$ cat src/hdl/msrl_pkg.sv
// package: skip codes, counter layout and status carriers for the skip/repeat block
package msrl_pkg;

	// =====================================================
	// skip field codes
	typedef enum logic [3:0] {
		SK_COUNT_BUMP      = 4'h0,
		SK_REPEAT_MODE     = 4'h1,
		SK_RESULT_LOW      = 4'h2,
		SK_SIGN            = 4'h3,
		SK_CARRY_OUT       = 4'h4,
		SK_OVERFLOW        = 4'h5,
		SK_CPU_FLAG        = 4'h6,
		SK_ZERO_RESULT     = 4'h7,
		SK_COUNT_FULL_BUMP = 4'h8,
		SK_COUNT_FULL      = 4'h9,
		SK_PROTECT_VIOL    = 4'hA,
		SK_REGISTER_ADDR   = 4'hB,
		SK_NONREGISTER     = 4'hC,
		SK_END_PHASE       = 4'hD,
		SK_ALWAYS          = 4'hE,
		SK_FIELD_IDLE      = 4'hF
	} msrl_skip_code_t;

	// =====================================================
	// field positions and widths
	localparam int SKIP_LSB      = 0;
	localparam int SKIP_W        = 4;
	localparam int CNT_LOW_W     = 4;
	localparam int CNT_W         = 5;
	localparam int BUS_W         = 16;
	localparam int ADDR_LSB      = 1;
	localparam int ADDR_MSB      = 14;
	localparam int SIGN_BIT      = 15;
	localparam int LOW_BIT       = 0;
	localparam int MULDIV_STEPS  = 16;

	// =====================================================
	// reset values and full count
	localparam logic [3:0] CNT_LOW_RST  = 4'h0;
	localparam logic       CNT_CARRY_RST = 1'b0;
	localparam logic [3:0] CNT_FULL     = 4'hF;

	// =====================================================
	// carriers
	typedef struct packed {
		logic cpu_flag;
		logic overflow_flag;
		logic carry_out;
		logic a_addressed;
		logic b_addressed;
		logic protect_enabled;
	} msrl_status_t;

	typedef struct packed {
		logic counter_select;
		logic count_to_bus;
		logic src_idle;
	} msrl_count_ctl_t;

endpackage : msrl_pkg

$ cat src/hdl/msrl_cond_mux.sv
// combinational skip-condition selector for one skip code
module msrl_cond_mux
	import msrl_pkg::*;
(
	// code and condition sources
	input  wire logic [3:0]  skip_code_i,
	input  wire logic [15:0] result_bus_i,
	input  wire msrl_status_t status_i,
	input  wire logic        count_full_i,
	// decoded outputs
	output logic             skip_o,
	output logic             bump_o,
	output logic             repeat_o
);

	// =====================================================
	// decode
	logic addressed;
	assign addressed = status_i.a_addressed | status_i.b_addressed;

	always_comb begin
		skip_o   = 1'b0;
		bump_o   = 1'b0;
		repeat_o = 1'b0;
		case (msrl_skip_code_t'(skip_code_i))
			SK_COUNT_BUMP:      bump_o = 1'b1;
			SK_REPEAT_MODE:     repeat_o = 1'b1;
			SK_RESULT_LOW:      skip_o = result_bus_i[LOW_BIT];
			SK_SIGN:            skip_o = result_bus_i[SIGN_BIT];
			SK_CARRY_OUT:       skip_o = status_i.carry_out;
			SK_OVERFLOW:        skip_o = status_i.overflow_flag;
			SK_CPU_FLAG:        skip_o = status_i.cpu_flag;
			SK_ZERO_RESULT:     skip_o = ~|result_bus_i;
			SK_COUNT_FULL_BUMP: begin
				skip_o = count_full_i;
				bump_o = 1'b1;
			end
			SK_COUNT_FULL:      skip_o = count_full_i;
			// no skip while either accumulator is addressed; otherwise the word skips
			// whatever protection, sign or the other flags say
			SK_PROTECT_VIOL:    skip_o = ~addressed &
				(~status_i.protect_enabled | result_bus_i[SIGN_BIT] | 1'b1);
			SK_REGISTER_ADDR:   skip_o = addressed;
			SK_NONREGISTER:     skip_o = |result_bus_i[ADDR_MSB:ADDR_LSB];
			SK_ALWAYS:          skip_o = 1'b1;
			SK_FIELD_IDLE:      skip_o = 1'b0;
			default:            skip_o = 1'b0;
		endcase
	end

endmodule // msrl_cond_mux

$ cat src/hdl/msrl_counter.sv
// five-bit repeat counter: four-bit loadable counter plus carry flip-flop
module msrl_counter
	import msrl_pkg::*;
(
	// clock and reset
	input  wire logic       clk_sys_i,
	input  wire logic       rst_i,
	// control
	input  wire logic       load_i,
	input  wire logic [3:0] load_val_i,
	input  wire logic       bump_i,
	// state
	output logic [4:0]      count_o,
	output logic            full_o
);

	// =====================================================
	// counter state
	logic [3:0] low_r;
	logic [3:0] low_nxt;
	logic       carry_r;
	logic       carry_nxt;

	assign full_o  = (low_r == CNT_FULL);
	assign count_o = {carry_r, low_r};

	always_comb begin
		low_nxt   = low_r;
		carry_nxt = carry_r;
		if (load_i) begin
			// load wins over increment, as the parallel enable does
			low_nxt   = load_val_i;
			carry_nxt = 1'b0;
		end else if (bump_i) begin
			low_nxt = low_r + 4'h1;
			if (full_o) begin
				carry_nxt = 1'b1;
			end
		end
	end

	always_ff @(posedge clk_sys_i) begin
		if (rst_i) begin
			low_r   <= CNT_LOW_RST;
			carry_r <= CNT_CARRY_RST;
		end else begin
			low_r   <= low_nxt;
			carry_r <= carry_nxt;
		end
	end

endmodule // msrl_counter

$ cat src/hdl/msrl_top.sv
// skip field decoder and repeat counter of the microprogrammed processor
//
// Behaviour
// - skip code is the low four bits of the current microinstruction
// - taken skip lets next word run through buses but blocks its stores
// - code 0110 skips when the cpu flag is set
// - code 0000 takes no decision and bumps the counter once
// - code 1100 skips when result bits 1 to 14 are not all zero
// - code 0011 skips when result bit 15 is high
// - code 1010 never skips while addressed; otherwise skips
// - code 0010 skips when result bit 0 is high
// - code 0101 skips when overflow flag is set
// - code 0001 repeats next word until its own skip holds
// - code 0111 skips when the whole result bus is zero
// - code 1110 always skips
// - code 1111 does nothing in this field
// - counter is four bits plus a separate carry bit four
// - counter select loads low four bits from source bits 0 to 3
// - increment codes add one on the same edge
// - increment at all ones sets the carry bit
// - codes 1001 and 1000 skip on low bits all ones; 1000 also bumps
// - load with idle source bus clears the counter
// - count-to-bus drives five counter bits onto source bits 0 to 4
// - cleared counter with test-and-bump repeats exactly sixteen times
module msrl_top
	import msrl_pkg::*;
(
	// clock and reset
	input  wire logic            clk_sys_i,
	input  wire logic            rst_i,
	// microinstruction, advanced once per microcycle
	input  wire logic [3:0]      micro_skip_i,
	input  wire logic            micro_valid_i,
	input  wire msrl_count_ctl_t count_ctl_i,
	// datapath
	input  wire logic [15:0]     source_bus_i,
	input  wire logic [15:0]     result_bus_i,
	input  wire msrl_status_t    status_i,
	// outputs
	output logic                 store_inhibit_o,
	output logic                 repeat_mode_o,
	output logic                 hold_fetch_o,
	output logic [4:0]           count_bus_o,
	output logic                 count_bus_en_o,
	output logic [4:0]           count_o
);

	// =====================================================
	// decode of the current word
	logic skip_hit;
	logic bump_req;
	logic repeat_req;
	logic count_full;
	logic [4:0] count_val;

	msrl_cond_mux u_cond (
		.skip_code_i  (micro_skip_i),
		.result_bus_i (result_bus_i),
		.status_i     (status_i),
		.count_full_i (count_full),
		.skip_o       (skip_hit),
		.bump_o       (bump_req),
		.repeat_o     (repeat_req)
	);

	// =====================================================
	// store suppression and repeat sequencing
	logic       inhibit_r;
	logic       inhibit_nxt;
	logic       repeat_r;
	logic       repeat_nxt;
	logic       hold_r;
	logic       hold_nxt;
	logic       act;
	logic       do_load;
	logic [3:0] load_val;

	// a suppressed word still runs its decode; its stores are blocked downstream.
	// the counter is a store, so a skipped word loads and bumps nothing
	assign act      = micro_valid_i & ~inhibit_r;
	assign do_load  = act & count_ctl_i.counter_select;
	assign load_val = count_ctl_i.src_idle ? CNT_LOW_RST : source_bus_i[CNT_LOW_W-1:0];

	always_comb begin
		inhibit_nxt = inhibit_r;
		repeat_nxt  = repeat_r;
		hold_nxt    = hold_r;
		if (micro_valid_i) begin
			if (repeat_r) begin
				// repeated word: keep re-running until its own condition holds;
				// that final pass ends the loop and is not treated as a skip
				if (skip_hit) begin
					repeat_nxt  = 1'b0;
					hold_nxt    = 1'b0;
					inhibit_nxt = 1'b0;
				end else begin
					hold_nxt    = 1'b1;
					inhibit_nxt = 1'b0;
				end
			end else begin
				inhibit_nxt = act & skip_hit;
				repeat_nxt  = act & repeat_req;
				hold_nxt    = act & repeat_req;
			end
		end
	end

	always_ff @(posedge clk_sys_i) begin
		if (rst_i) begin
			inhibit_r <= 1'b0;
			repeat_r  <= 1'b0;
			hold_r    <= 1'b0;
		end else begin
			inhibit_r <= inhibit_nxt;
			repeat_r  <= repeat_nxt;
			hold_r    <= hold_nxt;
		end
	end

	// =====================================================
	// repeat counter
	msrl_counter u_cnt (
		.clk_sys_i  (clk_sys_i),
		.rst_i      (rst_i),
		.load_i     (do_load),
		.load_val_i (load_val),
		.bump_i     (act & bump_req),
		.count_o    (count_val),
		.full_o     (count_full)
	);

	// =====================================================
	// registered outputs
	logic [4:0] bus_r;
	logic [4:0] bus_nxt;
	logic       bus_en_r;
	logic       bus_en_nxt;
	logic [4:0] cnt_r;

	always_comb begin
		bus_en_nxt = count_ctl_i.count_to_bus;
		bus_nxt    = count_ctl_i.count_to_bus ? count_val : 5'h0_0;
	end

	always_ff @(posedge clk_sys_i) begin
		if (rst_i) begin
			bus_r    <= 5'h0_0;
			bus_en_r <= 1'b0;
			cnt_r    <= 5'h0_0;
		end else begin
			bus_r    <= bus_nxt;
			bus_en_r <= bus_en_nxt;
			cnt_r    <= count_val;
		end
	end

	assign store_inhibit_o = inhibit_r;
	assign repeat_mode_o   = repeat_r;
	assign hold_fetch_o    = hold_r;
	assign count_bus_o     = bus_r;
	assign count_bus_en_o  = bus_en_r;
	assign count_o         = cnt_r;

endmodule // msrl_top

$ cat config.mk
export PLATFORM = sky130hd
export DESIGN_NAME = msrl_top
export DESIGN_NICKNAME = d
export VERILOG_FILES = /design/src/hdl/msrl_pkg.sv /design/src/hdl/msrl_cond_mux.sv /design/src/hdl/msrl_counter.sv /design/src/hdl/msrl_top.sv
export SDC_FILE = /design/constraint.sdc
export NUM_CORES = 1
export LEC_CHECK = 0
export BUFFER_PORTS_ARGS = -buffer_cell sky130_fd_sc_hd__buf_2
export CORE_MARGIN = 4
export CORE_UTILIZATION = 35
export DETAILED_ROUTE_END_ITERATION = 8
export PLACE_DENSITY_LB_ADDON = 0.1
export SYNTH_ARGS = -nofsm -noshare
export SYNTH_HDL_FRONTEND = slang
export SYNTH_SLANG_ARGS = --single-unit
$ cat constraint.sdc
create_clock -name clk_sys_i -period 1.55 [get_ports clk_sys_i]
set_input_delay 0.465 -clock clk_sys_i [delete_from_list [all_inputs] [get_ports clk_sys_i]]
set_output_delay 0.465 -clock clk_sys_i [all_outputs]
set_load 0.02 [all_outputs]
[After elaboration in Yosys (flattened, before gate mapping)]
Cells that the tools add are included.
Word-level totals
  register bits after elaboration: 18
  bits of input ports: 48
  logic and storage cells: 50
  output and inout port bits: 14
Cells by class
  bitwise operators: 9
  muxes and demuxes: 9
  add/sub/neg operators: 1
  reduce and logical (&&, ||, !) cells: 10
  equal/unequal tests: 14
Operators with widths (number)
  equality test 4 bit (second input constant): 7
  equality test 4 x 3 -> 1 bit (second input constant): 4
  OR reduction 16 bit: 1
  OR reduction 14 bit: 1
  2-to-1 mux 4 bit: 3
  case mux 1 bit (11 select lines): 1
  equality test 4 x 2 -> 1 bit (second input constant): 2
  OR reduction 2 bit: 4
  bitwise AND 1 bit: 5
  2-to-1 mux 1 bit: 5
  adder 4 x 1 -> 4 bit (second input constant): 1
  equality test 4 x 1 -> 1 bit (second input constant): 1
  zero test 4 bit: 1
  inverter 1 bit: 3
  AND reduction 2 bit: 1
  nonzero test 2 bit: 1
  zero test 1 bit: 1
  OR 1 bit: 1

[Longest topological paths before layout]
  depth in word-level cells: 6
  mapped depth: 6
  depth with buffers taken out: 6

[Modules after synthesis]
From an unflattened synthesis, not the netlist that was laid out.
Unflattened totals
  cell total of the unflattened synthesis: 90
  area, all modules: 889.6 um2
Modules (own cells, without submodules)
  msrl_top: cells each 37, instances 1, area each 446.7 um2, sequential area each 260.2 um2
  msrl_counter: cells each 27, instances 1, area each 249.0 um2, sequential area each 100.1 um2
  msrl_cond_mux: cells each 26, instances 1, area each 193.9 um2, sequential area each 0.0 um2

[Worst setup path after synthesis]
OpenSTA, ideal clock, no wires.
  path kind: input port to flip-flop
  start point: in result_bus_i[5]
  end point: reg hold_r, in the netlist hold_fetch_o
  required time: 1.477 ns
  slack: -0.068 ns
  buffers on the path: 0
  stages on the path: 5
  arrival: 1.544 ns
  library setup time: 0.073 ns
  cells stage by stage: nor4_2 nand2_1 o311a_1 o311a_1 nor3_2
On the way
  word-level cells in the longest chain between the ends: 5
  elaborated cells on any way between the ends: 6
  classes of those cells: 3 x mux; 3 x reduce/logical
RTL lines
  start, declared: RTL line msrl_top.sv:37  | input wire logic [15:0] result_bus_i,
  OR reduction 16 bit: RTL line msrl_cond_mux.sv:33  | SK_ZERO_RESULT: skip_o = ~|result_bus_i;
  zero test 1 bit: RTL line msrl_cond_mux.sv:33
  case mux 1 bit (11 select lines) *: RTL line msrl_cond_mux.sv:25  | case (msrl_skip_code_t'(skip_code_i))
  2-to-1 mux 1 bit *: RTL line msrl_top.sv:92  | if (skip_hit) begin
  2-to-1 mux 1 bit *: RTL line msrl_top.sv:89  | if (repeat_r) begin
  end signal, assigned: RTL line msrl_top.sv:116  | hold_r <= hold_nxt;
  end, declared: RTL line msrl_top.sv:72  | logic hold_r;
Mark *: on every way between the ends. The rest lies on a longest branch, timed or not.
A chain may end at the register's enable or synchronous reset.

[Final worst setup path]
  start point: in result_bus_i[2]
  end point: reg hold_r, in the netlist hold_fetch_o
The elaborated chain is that of the path after synthesis.

==> results.py <==
metrics = {
    "outcome": {
        "run_status": "finished clean",
    },
    "place": {
        "routabilityCongestion": 0.785,
        "placement.io_buffers": 48,
        "dp_worst_setup_slack_ns": -0.200,
        "dp_wirelength_mm": 1.62,
    },
    "power_and_ir_drop": {
        "combPwrFrac_pct": 18.3,
        "sequential_power_share_pct": 51.7,
        "share_clk_of_total_power_pct": 30.1,
        "ir_drop_v": 0.000517,
        "cellLeakagePower_nw": 0.578,
        "power.density_mw_per_mm2": 753,
        "sw_frac_of_total_pct": 24.6,
        "switchingPower_uw": 229,
        "post-layout-total-power_uw": 932,
        "power.internal_uw": 703,
    },
    "floorplan": {
        "floorplan.die_area_mm2": 0.00328,
        "fp.coreArea_mm2": 0.00225,
        "fp-row-count": 17,
        "top_level_i_o_count": 62,
        "floorplan.initialDensity_pct": 37.6,
        "die_width_um": 57.2,
        "die_h_um": 57.2,
    },
    "clocking": {
        "clk_pin_slew_ns": 0.10,
        "h-tree-depth": 1,
        "cts_buffer_depth": 2,
        "tritoncts": "yes",
        "clock_latency_ns": 0.28,
        "cts-buffers-inserted": 3,
        "cts_root_buffer": "sky130_fd_sc_hd__clkbuf_4",
        "numClockSinks": 18,
    },
    "setup_path": {
        "worst-setup-path-type": "in -> reg",
        "r2r_start": "u_cnt.low_r[0]$_SDFFE_PP0P_",
        "worst-path-max-fanout": 2,
        "start_kind": "input port",
        "critical_path_arrival_ns": 1.67,
        "endpoint_kind": "flip-flop",
        "worst-endpoint-required_ns": 1.77,
        "worst_setup_path_startpoint": "result_bus_i[2]",
    },
    "drt": {
        "wire_per_inst_um": 11.0,
        "viasPerCell": 4.87,
        "dr_wl_met2_um": 992,
        "drt-pass1-iter-count": 4,
        "drcViolationCount": 0,
        "wl_mm": 1.96,
        "drt.antenna.violating_nets": 0,
        "routed-via-count": 871,
        "maxUsedRoutingLayer": "met4",
        "wl_met3_um": 149,
        "initialDrtViolationCount": 4,
        "detail_route.wirelength.met1_um": 783,
    },
    "grt": {
        "via_count_of_the_first_global_routing_pass": 818,
        "grt_first_pass_wirelength_mm": 3.32,
        "grt_start_max_net_pins": 15,
        "grt_antenna_before_repair": 0,
        "grt-ovfl-total": 0,
        "global_route_usage_over_all_layers_pct": 12.7,
    },
    "synth": {
        "yosys.area_share.adder_pct": 1.47,
        "synthFlopType": "sky130_fd_sc_hd__dfxtp_1",
        "top_area_cell_type_share_of_the_netlist_area_pct": 42.5,
        "most_common_cell_in_the_synthesized_netlist": "sky130_fd_sc_hd__dfxtp_1",
        "synth_area_leaders": "sky130_fd_sc_hd__dfxtp_1 (42%), sky130_fd_sc_hd__nor2b_1 (5.9%), sky130_fd_sc_hd__a211oi_1 (4.4%), sky130_fd_sc_hd__and2_1 (3.7%), sky130_fd_sc_hd__nor2_1 (3.5%)",
        "postSynthRegisterBits": 18,
        "synthSimpleGateAreaFrac_pct": 31.7,
        "synth_area_um2": 848,
        "yosys.cell_types.count": 36,
        "ys.warnings.count": 0,
        "synth_top_family_by_area": "simple AND/OR/NAND/NOR gates",
        "area_share_of_xor_xnor_cells_in_the_synthesized_design_pct": 1.03,
        "synth_compound_gate_area_share_pct": 18.4,
        "synth_area_per_cell_um2": 9.22,
        "synth_enable_flop_cells": 0,
        "yosysSeqAreaShare_pct": 42.5,
        "synthMuxAreaShare_pct": 1.18,
        "synth.cells.most_frequent": "sky130_fd_sc_hd__dfxtp_1 (18), sky130_fd_sc_hd__nor2_1 (8), sky130_fd_sc_hd__nor2b_1 (8)",
        "synth_fp_nets": 141,
        "syn-instance-count": 92,
        "synth.largest_area_cell": "sky130_fd_sc_hd__dfxtp_1",
        "synth_async_sr_flop_share_pct": 0,
    },
    "worst_hold_path": {
        "hold_start": "micro_valid_i",
        "hp-class": "in -> reg",
    },
    "timing": {
        "worst-slew-pin-transition_ns": 0.327,
        "final-setup-viol-count": 0,
        "max_slew_margin_pct": 78.1,
        "final_period_minus_worst_setup_slack_ns": 1.45,
        "rsz0062_at_grt": "false",
        "timing.final.hold_violations": 0,
        "top_achievable_clock_speed_ghz": 0.692,
        "layout_worst_path_cycle_share_pct": 93.3,
        "layout_setup_ws_ns": 0.104,
        "final_max_slew_viol_count": 0,
        "fin_skew_ns": 0.00253,
    },
    "finish": {
        "antennaDiodeCount": 0,
        "flow.area_growth_from_synthesis_pct": 46.0,
        "multi_input_comb_area_um2": 477,
        "postLayoutCoreUtil_pct": 54.9,
        "final.fill_count": 246,
        "seq_area_um2": 360,
        "layout-drive-gt1-share_pct": 45.0,
        "design.final.nets": 201,
    },
    "job": {
        "maxCapViolations": 0,
    },
}
## critical path, cell delays in order
cell                      delay (ns)
sky130_fd_sc_hd__buf_2          0.11
sky130_fd_sc_hd__nor4_4         0.25
sky130_fd_sc_hd__nand2_1        0.09
sky130_fd_sc_hd__o311a_1        0.35
sky130_fd_sc_hd__o311a_1        0.30
sky130_fd_sc_hd__nor3_2         0.09
## metal layers
metal | global-route usage, % | up-vias
met1 | 14.9 | 379
met3 | 2.49 | 4
li1 | - | 454
met2 | 21.5 | 34
met4 | 6.95 | 0
met5 | 0 | -
## flip-flops by register name (all words and copies together) (netlist names)
signal,flops
count_bus_o,5
hold_fetch_o,1
u_cnt.carry_r,1
count_o,5
store_inhibit_o,1
u_cnt.low_r,4
count_bus_en_o,1
## what timing repair did
| action | in CTS | in global routing |
|---|---|---|
| resized for setup | 0 | 2 |
| hold buffers | 0 | 0 |
| setup endpoints to repair | 0 | 1 |
| buffers inserted | 0 | 0 |
## final timing paths
kind | endpoint | slack, ns | cells after the start
worst min register to register | count_o[4]$_SDFF_PP0_ | 0.49 | 1
worst max-delay path | hold_fetch_o$_SDFFE_PP0P_ | 0.10 | 6
worst max register to register | hold_fetch_o$_SDFFE_PP0P_ | 0.12 | 6
worst min-delay path | store_inhibit_o$_SDFFE_PP0P_ | 0.42 | 2
## power by group through the flow
stage,registers [mW],clock network (mW),logic [mW]
4_1_cts,0.482,0.291,0.171
6_report,0.482,0.280,0.170
3_5_place_dp,0.492,0,0.171
2_1_floorplan,0.504,0,0.0648
3_3_place_gp,0.492,0,0.168
5_1_grt,0.484,0.323,0.189
## logic make-up (layout without fill, tap and decap cells)
kind of cell               after synthesis  after routing
AOI/OAI and AO/OA                       21             21
xor gates and xnor gates                 1              1
adders and majority gates                1              1
buffers and inverters                    7             66
DFF                                     18             18
muxes                                    1              1
and+or+nand+nor                         43             43
## cells in the final DEF, fill, tap and decap left out
cell type / count
sky130_fd_sc_hd__o22ai_1: 1
sky130_fd_sc_hd__a211oi_1: 5
sky130_fd_sc_hd__o2bb2a_1: 1
sky130_fd_sc_hd__nand2_1: 3
sky130_fd_sc_hd__nor3b_1: 1
sky130_fd_sc_hd__inv_1: 4
sky130_fd_sc_hd__o311a_1: 2
sky130_fd_sc_hd__a41oi_1: 1
sky130_fd_sc_hd__nor2b_1: 8
sky130_fd_sc_hd__xnor2_1: 1
sky130_fd_sc_hd__o21a_1: 1
sky130_fd_sc_hd__o21ai_1: 1
sky130_fd_sc_hd__a31oi_1: 1
sky130_fd_sc_hd__nor4_4: 2
sky130_fd_sc_hd__nand2b_1: 2
sky130_fd_sc_hd__nor3_2: 1
sky130_fd_sc_hd__and3_1: 1
sky130_fd_sc_hd__clkbuf_4: 3
sky130_fd_sc_hd__o21ai_0: 1
sky130_fd_sc_hd__nor3_1: 2
sky130_fd_sc_hd__dfxtp_1: 18
sky130_fd_sc_hd__o32ai_1: 2
sky130_fd_sc_hd__nor2_1: 8
sky130_fd_sc_hd__and3_4: 1
sky130_fd_sc_hd__or3_1: 1
sky130_fd_sc_hd__a21oi_1: 3
sky130_fd_sc_hd__nand4_1: 1
sky130_fd_sc_hd__nor4_2: 2
sky130_fd_sc_hd__mux2i_1: 1
sky130_fd_sc_hd__and2_1: 5
sky130_fd_sc_hd__o311ai_1: 1
sky130_fd_sc_hd__and3b_1: 1
sky130_fd_sc_hd__ha_1: 1
sky130_fd_sc_hd__buf_2: 48
sky130_fd_sc_hd__nand3_1: 4
sky130_fd_sc_hd__clkbuf_8: 1
sky130_fd_sc_hd__buf_4: 10
sky130_fd_sc_hd__a211o_1: 1
## final cells by class
type                    instances  area share (%)
clock buffers                   4            2.93
flip-flops and latches         18            29.1
repair buffers                 58            25.5
multi-input cells              67            38.5
inverters                       4            1.21
well taps                      28            2.83
## per-stage QoR
stage | cell area (um2) | hold WS, ns | setup TNS [ns] | cells
floorplan | 863 | 0.445 | -0.0202 | 92
global placement | 1200 | 0.484 | -0.346 | 175
detailed placement | 1200 | 0.475 | -0.360 | 175
CTS | 1230 | 0.414 | 0 | 179
finish | 1240 | 0.423 | 0 | 179
global route | 1240 | 0.403 | 0 | 179
No activity file was read; power rests on OpenSTA's default activity.
